## src/hdl/pwc_regs.vh

```
// Register map, field positions, reset values and prescaler width of the wakeup counter.
`ifndef PWC_REGS_VH
`define PWC_REGS_VH

`define PWC_ADDR_W 3
`define PWC_OFF_STATUS_CTRL 3'h0
`define PWC_OFF_LIVE_COUNT 3'h1
`define PWC_OFF_MATCH_LIMIT 3'h2
`define PWC_OFF_EVT_STATUS 3'h3
`define PWC_OFF_EVT_MASK 3'h4

`define PWC_FLAG_BIT 7
`define PWC_SRC_HI 6
`define PWC_SRC_LO 5
`define PWC_IE_BIT 4
`define PWC_DIV_HI 3
`define PWC_DIV_LO 0

`define PWC_SRC_LPO 2'h0
`define PWC_SRC_EXT 2'h1

`define PWC_EVT_MATCH 0
`define PWC_EVT_RESTART 1

`define PWC_RST_BYTE 8'h00
`define PWC_RST_EVT 2'h0
`define PWC_PRE_W 18

`endif

```

## src/hdl/pwc_wakeup_counter.v

```verilog
// Periodic wakeup counter: prescaler, 8-bit match counter, registers and interrupt.
`timescale 1ns/100ps
`include "pwc_regs.vh"

module pwc_wakeup_counter (
    input wire mclk,
    input wire resetn,
    input wire [`PWC_ADDR_W-1:0] regAddr,
    input wire [7:0] regWrData,
    input wire regWrStrobe,
    input wire regRdStrobe,
    output reg [7:0] regRdData,
    input wire lowPowerOscTick,
    input wire externalRefTick,
    input wire internalRefTick,
    input wire debugHalt,
    output wire irq
);

    reg matchFlag_r;
    reg matchFlag_nxt;
    reg [1:0] sourceSelect_r;
    reg matchIrqEnable_r;
    reg [3:0] dividerSelect_r;
    reg [7:0] liveCount_r;
    reg [7:0] liveCount_nxt;
    reg [7:0] matchLimit_r;
    reg [`PWC_PRE_W-1:0] prescale_r;
    reg [`PWC_PRE_W-1:0] prescale_nxt;
    reg srcLevel_r;
    reg [1:0] evtStatus_r;
    reg [1:0] evtStatus_nxt;
    reg [1:0] evtMask_r;
    reg [7:0] readMux;
    reg srcLevel;
    reg prePulse;
    reg matchEvent;
    reg restart;

    wire wrCtrl = regWrStrobe && (regAddr == `PWC_OFF_STATUS_CTRL);
    wire wrLimit = regWrStrobe && (regAddr == `PWC_OFF_MATCH_LIMIT);
    wire rdEvt = regRdStrobe && (regAddr == `PWC_OFF_EVT_STATUS);
    wire [1:0] wrSrc = regWrData[`PWC_SRC_HI:`PWC_SRC_LO];
    wire [3:0] wrDiv = regWrData[`PWC_DIV_HI:`PWC_DIV_LO];
    wire [`PWC_PRE_W-1:0] ratio;

    // Divide ratio for the current source bit 0 and divider select; zero means off.
    function [`PWC_PRE_W-1:0] divRatio;
        input srcBit;
        input [3:0] div;
        begin
            case ({srcBit, div})
                5'h00: divRatio = 18'h00000;
                5'h01: divRatio = 18'h00008;
                5'h02: divRatio = 18'h00020;
                5'h03: divRatio = 18'h00040;
                5'h04: divRatio = 18'h00080;
                5'h05: divRatio = 18'h00100;
                5'h06: divRatio = 18'h00200;
                5'h07: divRatio = 18'h00400;
                5'h08: divRatio = 18'h00001;
                5'h09: divRatio = 18'h00002;
                5'h0a: divRatio = 18'h00004;
                5'h0b: divRatio = 18'h0000a;
                5'h0c: divRatio = 18'h00010;
                5'h0d: divRatio = 18'h00064;
                5'h0e: divRatio = 18'h001f4;
                5'h0f: divRatio = 18'h003e8;
                5'h10: divRatio = 18'h00000;
                5'h11: divRatio = 18'h00400;
                5'h12: divRatio = 18'h00800;
                5'h13: divRatio = 18'h01000;
                5'h14: divRatio = 18'h02000;
                5'h15: divRatio = 18'h04000;
                5'h16: divRatio = 18'h08000;
                5'h17: divRatio = 18'h10000;
                5'h18: divRatio = 18'h003e8;
                5'h19: divRatio = 18'h007d0;
                5'h1a: divRatio = 18'h01388;
                5'h1b: divRatio = 18'h02710;
                5'h1c: divRatio = 18'h04e20;
                5'h1d: divRatio = 18'h0c350;
                5'h1e: divRatio = 18'h186a0;
                5'h1f: divRatio = 18'h30d40;
                default: divRatio = 18'h00000;
            endcase
        end
    endfunction

    assign ratio = divRatio(sourceSelect_r[0], dividerSelect_r);

    always @* begin
        // The high source bit wins so both 1x codes pick the internal clock.
        if (sourceSelect_r[1]) begin
            srcLevel = internalRefTick;
        end else if (sourceSelect_r[0]) begin
            srcLevel = externalRefTick;
        end else begin
            srcLevel = lowPowerOscTick;
        end
    end

    always @* begin
        restart = wrLimit
            || (wrCtrl && (wrSrc != sourceSelect_r))
            || (wrCtrl && (wrDiv != dividerSelect_r));
        prePulse = 1'b0;
        matchEvent = 1'b0;
        prescale_nxt = prescale_r;
        liveCount_nxt = liveCount_r;
        if (restart) begin
            prescale_nxt = {`PWC_PRE_W{1'b0}};
            liveCount_nxt = `PWC_RST_BYTE;
        end else if (!debugHalt && (ratio != {`PWC_PRE_W{1'b0}})
                     && srcLevel && !srcLevel_r) begin
            if (prescale_r == ratio - 18'h00001) begin
                prescale_nxt = {`PWC_PRE_W{1'b0}};
                prePulse = 1'b1;
            end else begin
                prescale_nxt = prescale_r + 18'h00001;
            end
        end
        if (prePulse) begin
            if (liveCount_r == matchLimit_r) begin
                // A limit of zero keeps the count at zero and flags every pulse.
                liveCount_nxt = `PWC_RST_BYTE;
                matchEvent = 1'b1;
            end else begin
                liveCount_nxt = liveCount_r + 8'h01;
            end
        end
        // A match in the cycle of a clearing write keeps the flag set.
        matchFlag_nxt = matchEvent
            || (matchFlag_r && !(wrCtrl && regWrData[`PWC_FLAG_BIT]));
        evtStatus_nxt = (rdEvt ? 2'h0 : evtStatus_r) | {restart, matchEvent};
    end

    always @(posedge mclk) begin
        if (!resetn) begin
            matchFlag_r <= 1'b0;
            sourceSelect_r <= `PWC_SRC_LPO;
            matchIrqEnable_r <= 1'b0;
            dividerSelect_r <= 4'h0;
            matchLimit_r <= `PWC_RST_BYTE;
            liveCount_r <= `PWC_RST_BYTE;
            prescale_r <= {`PWC_PRE_W{1'b0}};
            srcLevel_r <= 1'b0;
            evtStatus_r <= `PWC_RST_EVT;
            evtMask_r <= `PWC_RST_EVT;
        end else begin
            matchFlag_r <= matchFlag_nxt;
            liveCount_r <= liveCount_nxt;
            prescale_r <= prescale_nxt;
            srcLevel_r <= srcLevel;
            evtStatus_r <= evtStatus_nxt;
            if (wrCtrl) begin
                sourceSelect_r <= wrSrc;
                matchIrqEnable_r <= regWrData[`PWC_IE_BIT];
                dividerSelect_r <= wrDiv;
            end
            if (wrLimit) begin
                matchLimit_r <= regWrData;
            end
            if (regWrStrobe && (regAddr == `PWC_OFF_EVT_MASK)) begin
                evtMask_r <= regWrData[1:0];
            end
        end
    end

    always @* begin
        case (regAddr)
            `PWC_OFF_STATUS_CTRL:
                readMux = {matchFlag_r, sourceSelect_r, matchIrqEnable_r, dividerSelect_r};
            `PWC_OFF_LIVE_COUNT: readMux = liveCount_r;
            `PWC_OFF_MATCH_LIMIT: readMux = matchLimit_r;
            `PWC_OFF_EVT_STATUS: readMux = {6'h00, evtStatus_r};
            `PWC_OFF_EVT_MASK: readMux = {6'h00, evtMask_r};
            default: readMux = 8'h00;
        endcase
    end

    // Read data stand only in the cycle after the strobe and return to zero otherwise.
    always @(posedge mclk) begin
        if (!resetn) begin
            regRdData <= 8'h00;
        end else if (regRdStrobe) begin
            regRdData <= readMux;
        end else begin
            regRdData <= 8'h00;
        end
    end

    assign irq = (matchFlag_r && matchIrqEnable_r)
        || ((evtStatus_r & evtMask_r) != 2'h0);

endmodule // pwc_wakeup_counter

```

## config.mk

```make
export PLATFORM = sky130hd
export DESIGN_NAME = pwc_wakeup_counter
export DESIGN_NICKNAME = d
export VERILOG_FILES = /design/src/hdl/pwc_wakeup_counter.v
export VERILOG_INCLUDE_DIRS = /design/src /design/src/hdl
export SDC_FILE = /design/constraint.sdc
export NUM_CORES = 1
export LEC_CHECK = 0
export ABC_AREA = 1
export BUFFER_PORTS_ARGS = -buffer_cell sky130_fd_sc_hd__buf_4
export CORE_AREA = 2 2 92 94
export CTS_BUF_LIST = sky130_fd_sc_hd__clkbuf_4 sky130_fd_sc_hd__clkbuf_8
export DETAILED_ROUTE_END_ITERATION = 10
export DIE_AREA = 0 0 94 96
export GPL_ROUTABILITY_DRIVEN = 1
export PLACE_DENSITY = 0.75
export SLEW_MARGIN = 5
export SYNTH_ARGS = -nofsm -noshare
export SYNTH_HDL_FRONTEND = slang
export SYNTH_SLANG_ARGS = --single-unit
```

## constraint.sdc

```tcl
create_clock -name mclk -period 1.75 [get_ports mclk]
set_input_delay 0.175 -clock mclk [delete_from_list [all_inputs] [get_ports mclk]]
set_output_delay 0.175 -clock mclk [all_outputs]
set_load 0.02 [all_outputs]
```

==> results of run 1 <==
==> timing repair <==
| item | 4_1_cts | 5_1_grt |
|---|---|---|
| gates resized for setup | 27 | 8 |
| endpoints found under the setup margin | 28 | 29 |
| endpoints found under the hold margin | 0 | 0 |
| gates cloned | 1 | 0 |
| pin swaps | 21 | 10 |
| setup buffers | 3 | 5 |
==> placed cells by master, fill, tap and decap left out, drive strengths merged, types with 2 or more instances in the layout <==
| cell | Yosys | final |
|---|---|---|
| o21bai | 2 | 2 |
| dfxtp | 73 | 73 |
| a221oi | 2 | 2 |
| and3 | 2 | 2 |
| inv | 105 | 106 |
| buf | 5 | 112 |
| o21a | 2 | 2 |
| nor3 | 25 | 25 |
| xor2 | 16 | 16 |
| and2 | 4 | 4 |
| nand3b | 2 | 2 |
| clkinv | 0 | 4 |
| o21ai | 29 | 29 |
| ha | 9 | 9 |
| clkbuf | 4 | 9 |
| a31o | 2 | 2 |
| a211oi | 2 | 2 |
| o22ai | 8 | 8 |
| xnor2 | 15 | 15 |
| a21oi | 35 | 35 |
| nor2 | 102 | 103 |
| nand4 | 11 | 11 |
| nand3 | 36 | 36 |
| o221ai | 4 | 4 |
| nand2 | 169 | 169 |
==> synthesized netlist by cell type, drive strengths merged <==
cell type / instances / share of area [%]
inv: 105 / 8.8
o21a: 2 / 0.33
a31oi: 1 / 0.14
nand4: 11 / 1.9
o211ai: 1 / 0.17
a221oi: 2 / 0.39
and2: 4 / 0.56
nand3: 36 / 4.1
o21ai: 29 / 3.2
ha: 9 / 2.5
o31ai: 1 / 0.47
and3: 2 / 0.28
nor2: 102 / 9.9
xnor2: 15 / 2.9
a31o: 2 / 0.39
nor4: 1 / 0.14
o221ai: 4 / 0.78
nand2: 169 / 15
dfxtp: 73 / 33
o21bai: 2 / 0.33
or2: 1 / 0.14
nor3b: 1 / 0.17
a21oi: 35 / 3.9
clkbuf: 4 / 0.36
buf: 5 / 1.0
a211oi: 2 / 0.33
a21o: 1 / 0.17
o22ai: 8 / 1.3
xor2: 16 / 3.1
nand3b: 2 / 0.33
nor3: 25 / 4.2
==> routing by layer <==
layer / vias up / global-route usage, % / share of wire, %
li1: 2366 / - / -
met3: 31 / 5.32 / 5.7
met2: 150 / 48.4 / 47
met1: 2115 / 36.9 / 45
met5: - / 0 / 0
met4: 0 / 10.1 / 2.1
==> registers in the layout, indices dropped and copies added, names as in the netlist <==
signal,count
liveCount_r,8
dividerSelect_r,4
sourceSelect_r,2
evtStatus_r,2
matchFlag_r,1
matchIrqEnable_r,1
srcLevel_r,1
ratio,18
matchLimit_r,8
prescale_r,18
regRdData,8
evtMask_r,2
==> critical path, stage by stage, from the launching register on <==
cell     delay (ps)
dfxtp_2         330
inv_2            70
ha_4            170
inv_4            50
nand2_2          60
nand2_2          60
xor2_1          140
nor2_1          100
nand2_1          70
nor2_1          140
nand3_2         110
nor2_4          150
buf_6           110
nand4_1         160
a21oi_1         170
==> area by class of cell <==
class                      count  area, µm²  area share [%]
clock inverter                 7       70.1            1.21
tap                          105        131            2.27
sequential                    73       1470            25.5
inverter                     105        399            6.91
timing repair buffer         112        893            15.5
multi-input combinational    485       2690            46.5
clock buffer                   9        124            2.14
==> through the flow <==
step	setup TNS, ps	cells	utilization, %
finish	-4390	896	71.7
global route	-9140	896	71.7
CTS	-3860	891	71.0
detailed placement	-6500	871	67.4
global placement	-5420	871	67.4
floorplan	-77.0	671	-
==> where the power goes <==
group	total [W]	switching (W)	internal (W)
clock	0.00134	0.000680	0.000658
combinational	0.000574	0.000337	0.000237
sequential	0.00170	0.0000173	0.00168
total	0.00361	0.00103	0.00258
==> final timing paths <==
kind / startpoint / to
worst max-delay path: ratio[0] / evtStatus_r[0]
worst min-delay path: regWrData[7] / matchLimit_r[7]
worst max register to register: ratio[0] / evtStatus_r[0]
worst min register to register: matchIrqEnable_r / matchIrqEnable_r
==> cell families (layout without fill, tap and decap cells) <==
logic type               after synthesis  count (layout)  synth area share (%)
adder cells (fa/ha/maj)                9               9                  2.51
AO/OA/AOI/OAI                         90              90                  11.9
buffers and inverters                114             233                  10.2
XOR/XNOR                              31              31                  6.06
flip-flops                            73              73                  32.6
AND/OR/NAND/NOR                      354             355                  36.7
==> flow_summary.ini, run 1 <==
[grt]
grt_antenna_before_repair = 0
grt_pass1_wl_um = 20300
grt_usage_pct = 28.7
gr-total-overflow = 0
grt_pass1_vias = 4377
grt_max_degree = 23

[timing]
fin_crit_sh_pct = 113
clock-skew-final_ps = 12.6
setup_viol = 28
rsz0062_at_grt = true
worst_pin_slew_ps = 405
worst_hold_slack_ps = 59.7
slew_headroom_pct = 72.8
period_needed_ps = 1970
fmax_ghz = 0.508
slew_violations = 0
worst_slack_ps = -220
hold_viol = 0

[layout]
n_antenna_cell = 0
nets = 814
postLayoutCellArea_um2 = 5780
nFillCells = 695
drive_gt1_share_pct = 26.5
area_growth_pct = 28.9

[routing]
viasPerCell = 5.20
drt.antenna.violating_nets = 0
routedWlPerCell_um = 13.8
drc = 0
num_vias = 4662
routed_wl_um = 12400
drt_iter0_drc = 274
dr.pass1.iters = 5

[power]
p_leak_nw = 2.68
power_density_nw_per_um2 = 625
ir_drop_mv = 0.374
fin_total_pwr_w = 0.00361

[run_status]
status = finished with violations
violations = negative setup slack

[floorplan]
start_util_pct = 55.7
core-area_um2 = 8050
die_w_um = 94
die_h_um = 96
num_io_pins = 28
placementRows = 33
die-area_um2 = 9020

[min_path]
hold_class = in2reg
hold_depth = 3

[placement]
dpl_cell_area_um2 = 5420
place.port_buffers = 27
detailedPlace.worstSlack_ps = -259
place.gp.congestion = 0.971
place_hpwl_um = 9640

[clock_network]
clk_latency_ps = 360
h-tree-depth = 3
cts_hold_buf = 0
cts_root_buffer = clkbuf_8
clock_sinks = 73
cts_tree = built
numCtsBuffers = 9
clockBufferDepth = 2
clk_pin_slew_ps = 80

[critical_path]
r2r.worst_path.cells = 14
r2r_setup_slack_ps = -220
critPathLaunchType = flop
critPathArrivalTime_ps = 2260
criticalPathCategory = reg2reg
critPathCaptureType = flop
cp.required_ps = 2040
path_max_fanout = 3

[logic_synthesis]
syn-num-nets = 699
yosys_warnings = 0
synth-seq-cells = 73
seq_area_frac_synth_pct = 32.6
synth.distinct_cells = 46
syn_area_um2 = 4480
avgSynthCellArea_um2 = 6.68
synthCells = 671

[job]
max_cap_viol_count = 0
Power figures use the tool's default switching activity.
==> run 2, diff against run 1 <==
Settings changed: CAP_MARGIN set to 20, REMOVE_ABC_BUFFERS set to 1.
==> flow_summary.ini, run 2 (synthesis results as in run 1) <==
[clock_network]
h-tree-depth = 3
numCtsBuffers = 9
clk_latency_ps = 350
cts_tree = built
cts_hold_buf = 0
clockBufferDepth = 2
cts_root_buffer = clkbuf_8
clock_sinks = 73
clk_pin_slew_ps = 80

[run_status]
status = finished with violations
violations = negative setup slack

[timing]
worst_pin_slew_ps = 430
fin_crit_sh_pct = 111
clock-skew-final_ps = 17.2
period_needed_ps = 1950
setup_viol = 28
slew_violations = 0
worst_slack_ps = -200
rsz0062_at_grt = true
slew_headroom_pct = 71.1
fmax_ghz = 0.513
hold_viol = 0

[grt]
gr-total-overflow = 0
grt_pass1_wl_um = 20300
grt_max_degree = 23
grt_antenna_before_repair = 0
grt_usage_pct = 28.6
grt_pass1_vias = 4455

[layout]
final_cell_mix = nand2_1, buf_4, inv_1, nor2_1, dfxtp_1
postLayoutCellArea_um2 = 5840
drive_gt1_share_pct = 28.3
nets = 802
area_growth_pct = 30.3
n_antenna_cell = 0
final_common_cell = nand2_1
fin_cells = 882

[min_path]
hold_depth = 3
worstHoldEndpoint = matchLimit_r[1]
hold_class = in2reg
hold_start = regWrData[1]

[critical_path]
critical_path_buf_inv_count = 3
cpPeakStageDelay_ps = 380
r2r_setup_slack_ps = -200
r2r.worst_path.cells = 13
r2r_start = ratio[3]
cp.required_ps = 1980
critical_path.startpoint = ratio[3]
critPathCaptureType = flop
critPathArrivalTime_ps = 2180
criticalPathCategory = reg2reg
crit_slowest_cell = dfxtp_4
critical_path.top_delay_family = simple AND/OR/NAND/NOR gates
path_max_fanout = 8
r2r-end = prescale_r[15]
path_cells = buf_4 > inv_1 > nand2_2 > nor2_4 > xor2_2 > nand2_1 > nor2_1 > nand3_2 > nor2_4 > nand2_4 > nand2_4 > buf_12 > nor3_2
critPathLaunchType = flop

[floorplan]
core-area_um2 = 8050
die-area_um2 = 9020
start_util_pct = 55.7
placementRows = 33
die_w_um = 94
die_h_um = 96
num_io_pins = 28

[power]
power_density_nw_per_um2 = 639
ir_drop_mv = 0.382
p_leak_nw = 2.65

[placement]
place_inst = 864
place.port_buffers = 27
dpl_cell_area_um2 = 5320
place.gp.congestion = 0.961
place_hpwl_um = 9400

[job]
max_cap_viol_count = 0

[routing]
dr.pass1.iters = 6
routed-wl-met2_um = 5900
routedWlPerCell_um = 13.9
met1Wirelength_um = 5440
drt.antenna.violating_nets = 0
dr_wl_met3_um = 738
num_vias = 4619
highest_layer = met4
routed_wl_um = 12200
drc = 0
drt_iter0_drc = 283
viasPerCell = 5.24
## run 2: changes by cell type in the layout (fill, tap and decap cells not counted), moves of 2 or more
cell,before,now
buf_4,105,94
nor2_1,78,70
nor2_4,11,18
nand2_1,155,149
nand2_2,9,15
dfxtp_4,1,6
dfxtp_1,66,62
clkinv_2,3,0
nand3_1,32,29
nor3_1,16,13
nor3_2,5,8
ha_1,6,8
ha_2,2,0
nand3_2,4,6
## run 2: metrics by stage
stage	TNS, ps	setup WS, ps	hold slack, ps	power, W	util, %
final	-4740	-200	103	0.00373	72.6
after detailed placement	-8600	-324	429	0.00225	66.1
after global placement	-6710	-240	424	0.00224	66.1
after global routing	-9030	-365	97.7	0.00389	72.6
after floorplan	-1030	-110	273	0.00204	-
after CTS	-4220	-192	72.6	0.00370	71.1
## run 2: cell type report
cell class	instances	area [µm²]
Sequential cell	73	1490
Clock inverter	4	76.3
Timing Repair Buffer	101	811
Multi-Input combinational cell	484	2790
Inverter	105	402
Fill cell	651	2210
Tap cell	105	131
Clock buffer	10	138
## run 2: report_power, final
part           internal (W)  switching [W]  total, W
Sequential          0.00168      0.0000226   0.00170
Clock              0.000831       0.000621   0.00145
Combinational      0.000234       0.000346  0.000581
Total               0.00274       0.000989   0.00373
## run 2: how the worst max path moves through the flow
| stage | endpoint | slack, ps | cells after the start |
|---|---|---|---|
| after floorplan | liveCount_r[6] | -110 | 15 |
| after global placement | liveCount_r[1] | -240 | 12 |
| after detailed placement | liveCount_r[4] | -320 | 12 |
| after CTS | matchFlag_r | -190 | 14 |
| after global routing | prescale_r[15] | -360 | 15 |
| final | prescale_r[15] | -200 | 13 |
## run 2: worst reg2reg max path, stage by stage, from the launching register on
cell,delay [ps]
dfxtp_4,380
buf_4,150
inv_1,60
nand2_2,60
nor2_4,140
xor2_2,200
nand2_1,80
nor2_1,150
nand3_2,110
nor2_4,160
nand2_4,80
nand2_4,100
buf_12,140
nor3_2,40
## run 2: layer usage
metal	GRT usage [%]	vias to the layer above
met3	5.95	17
li1	-	2347
met4	7.49	0
met2	49.8	139
met1	36.3	2116
met5	0	-
## run 2: repair_timing
action                                  CTS  global route
pin swaps                                28            19
buffers inserted                          4             0
endpoints found under the setup margin   29            31
resized for setup                        50            40
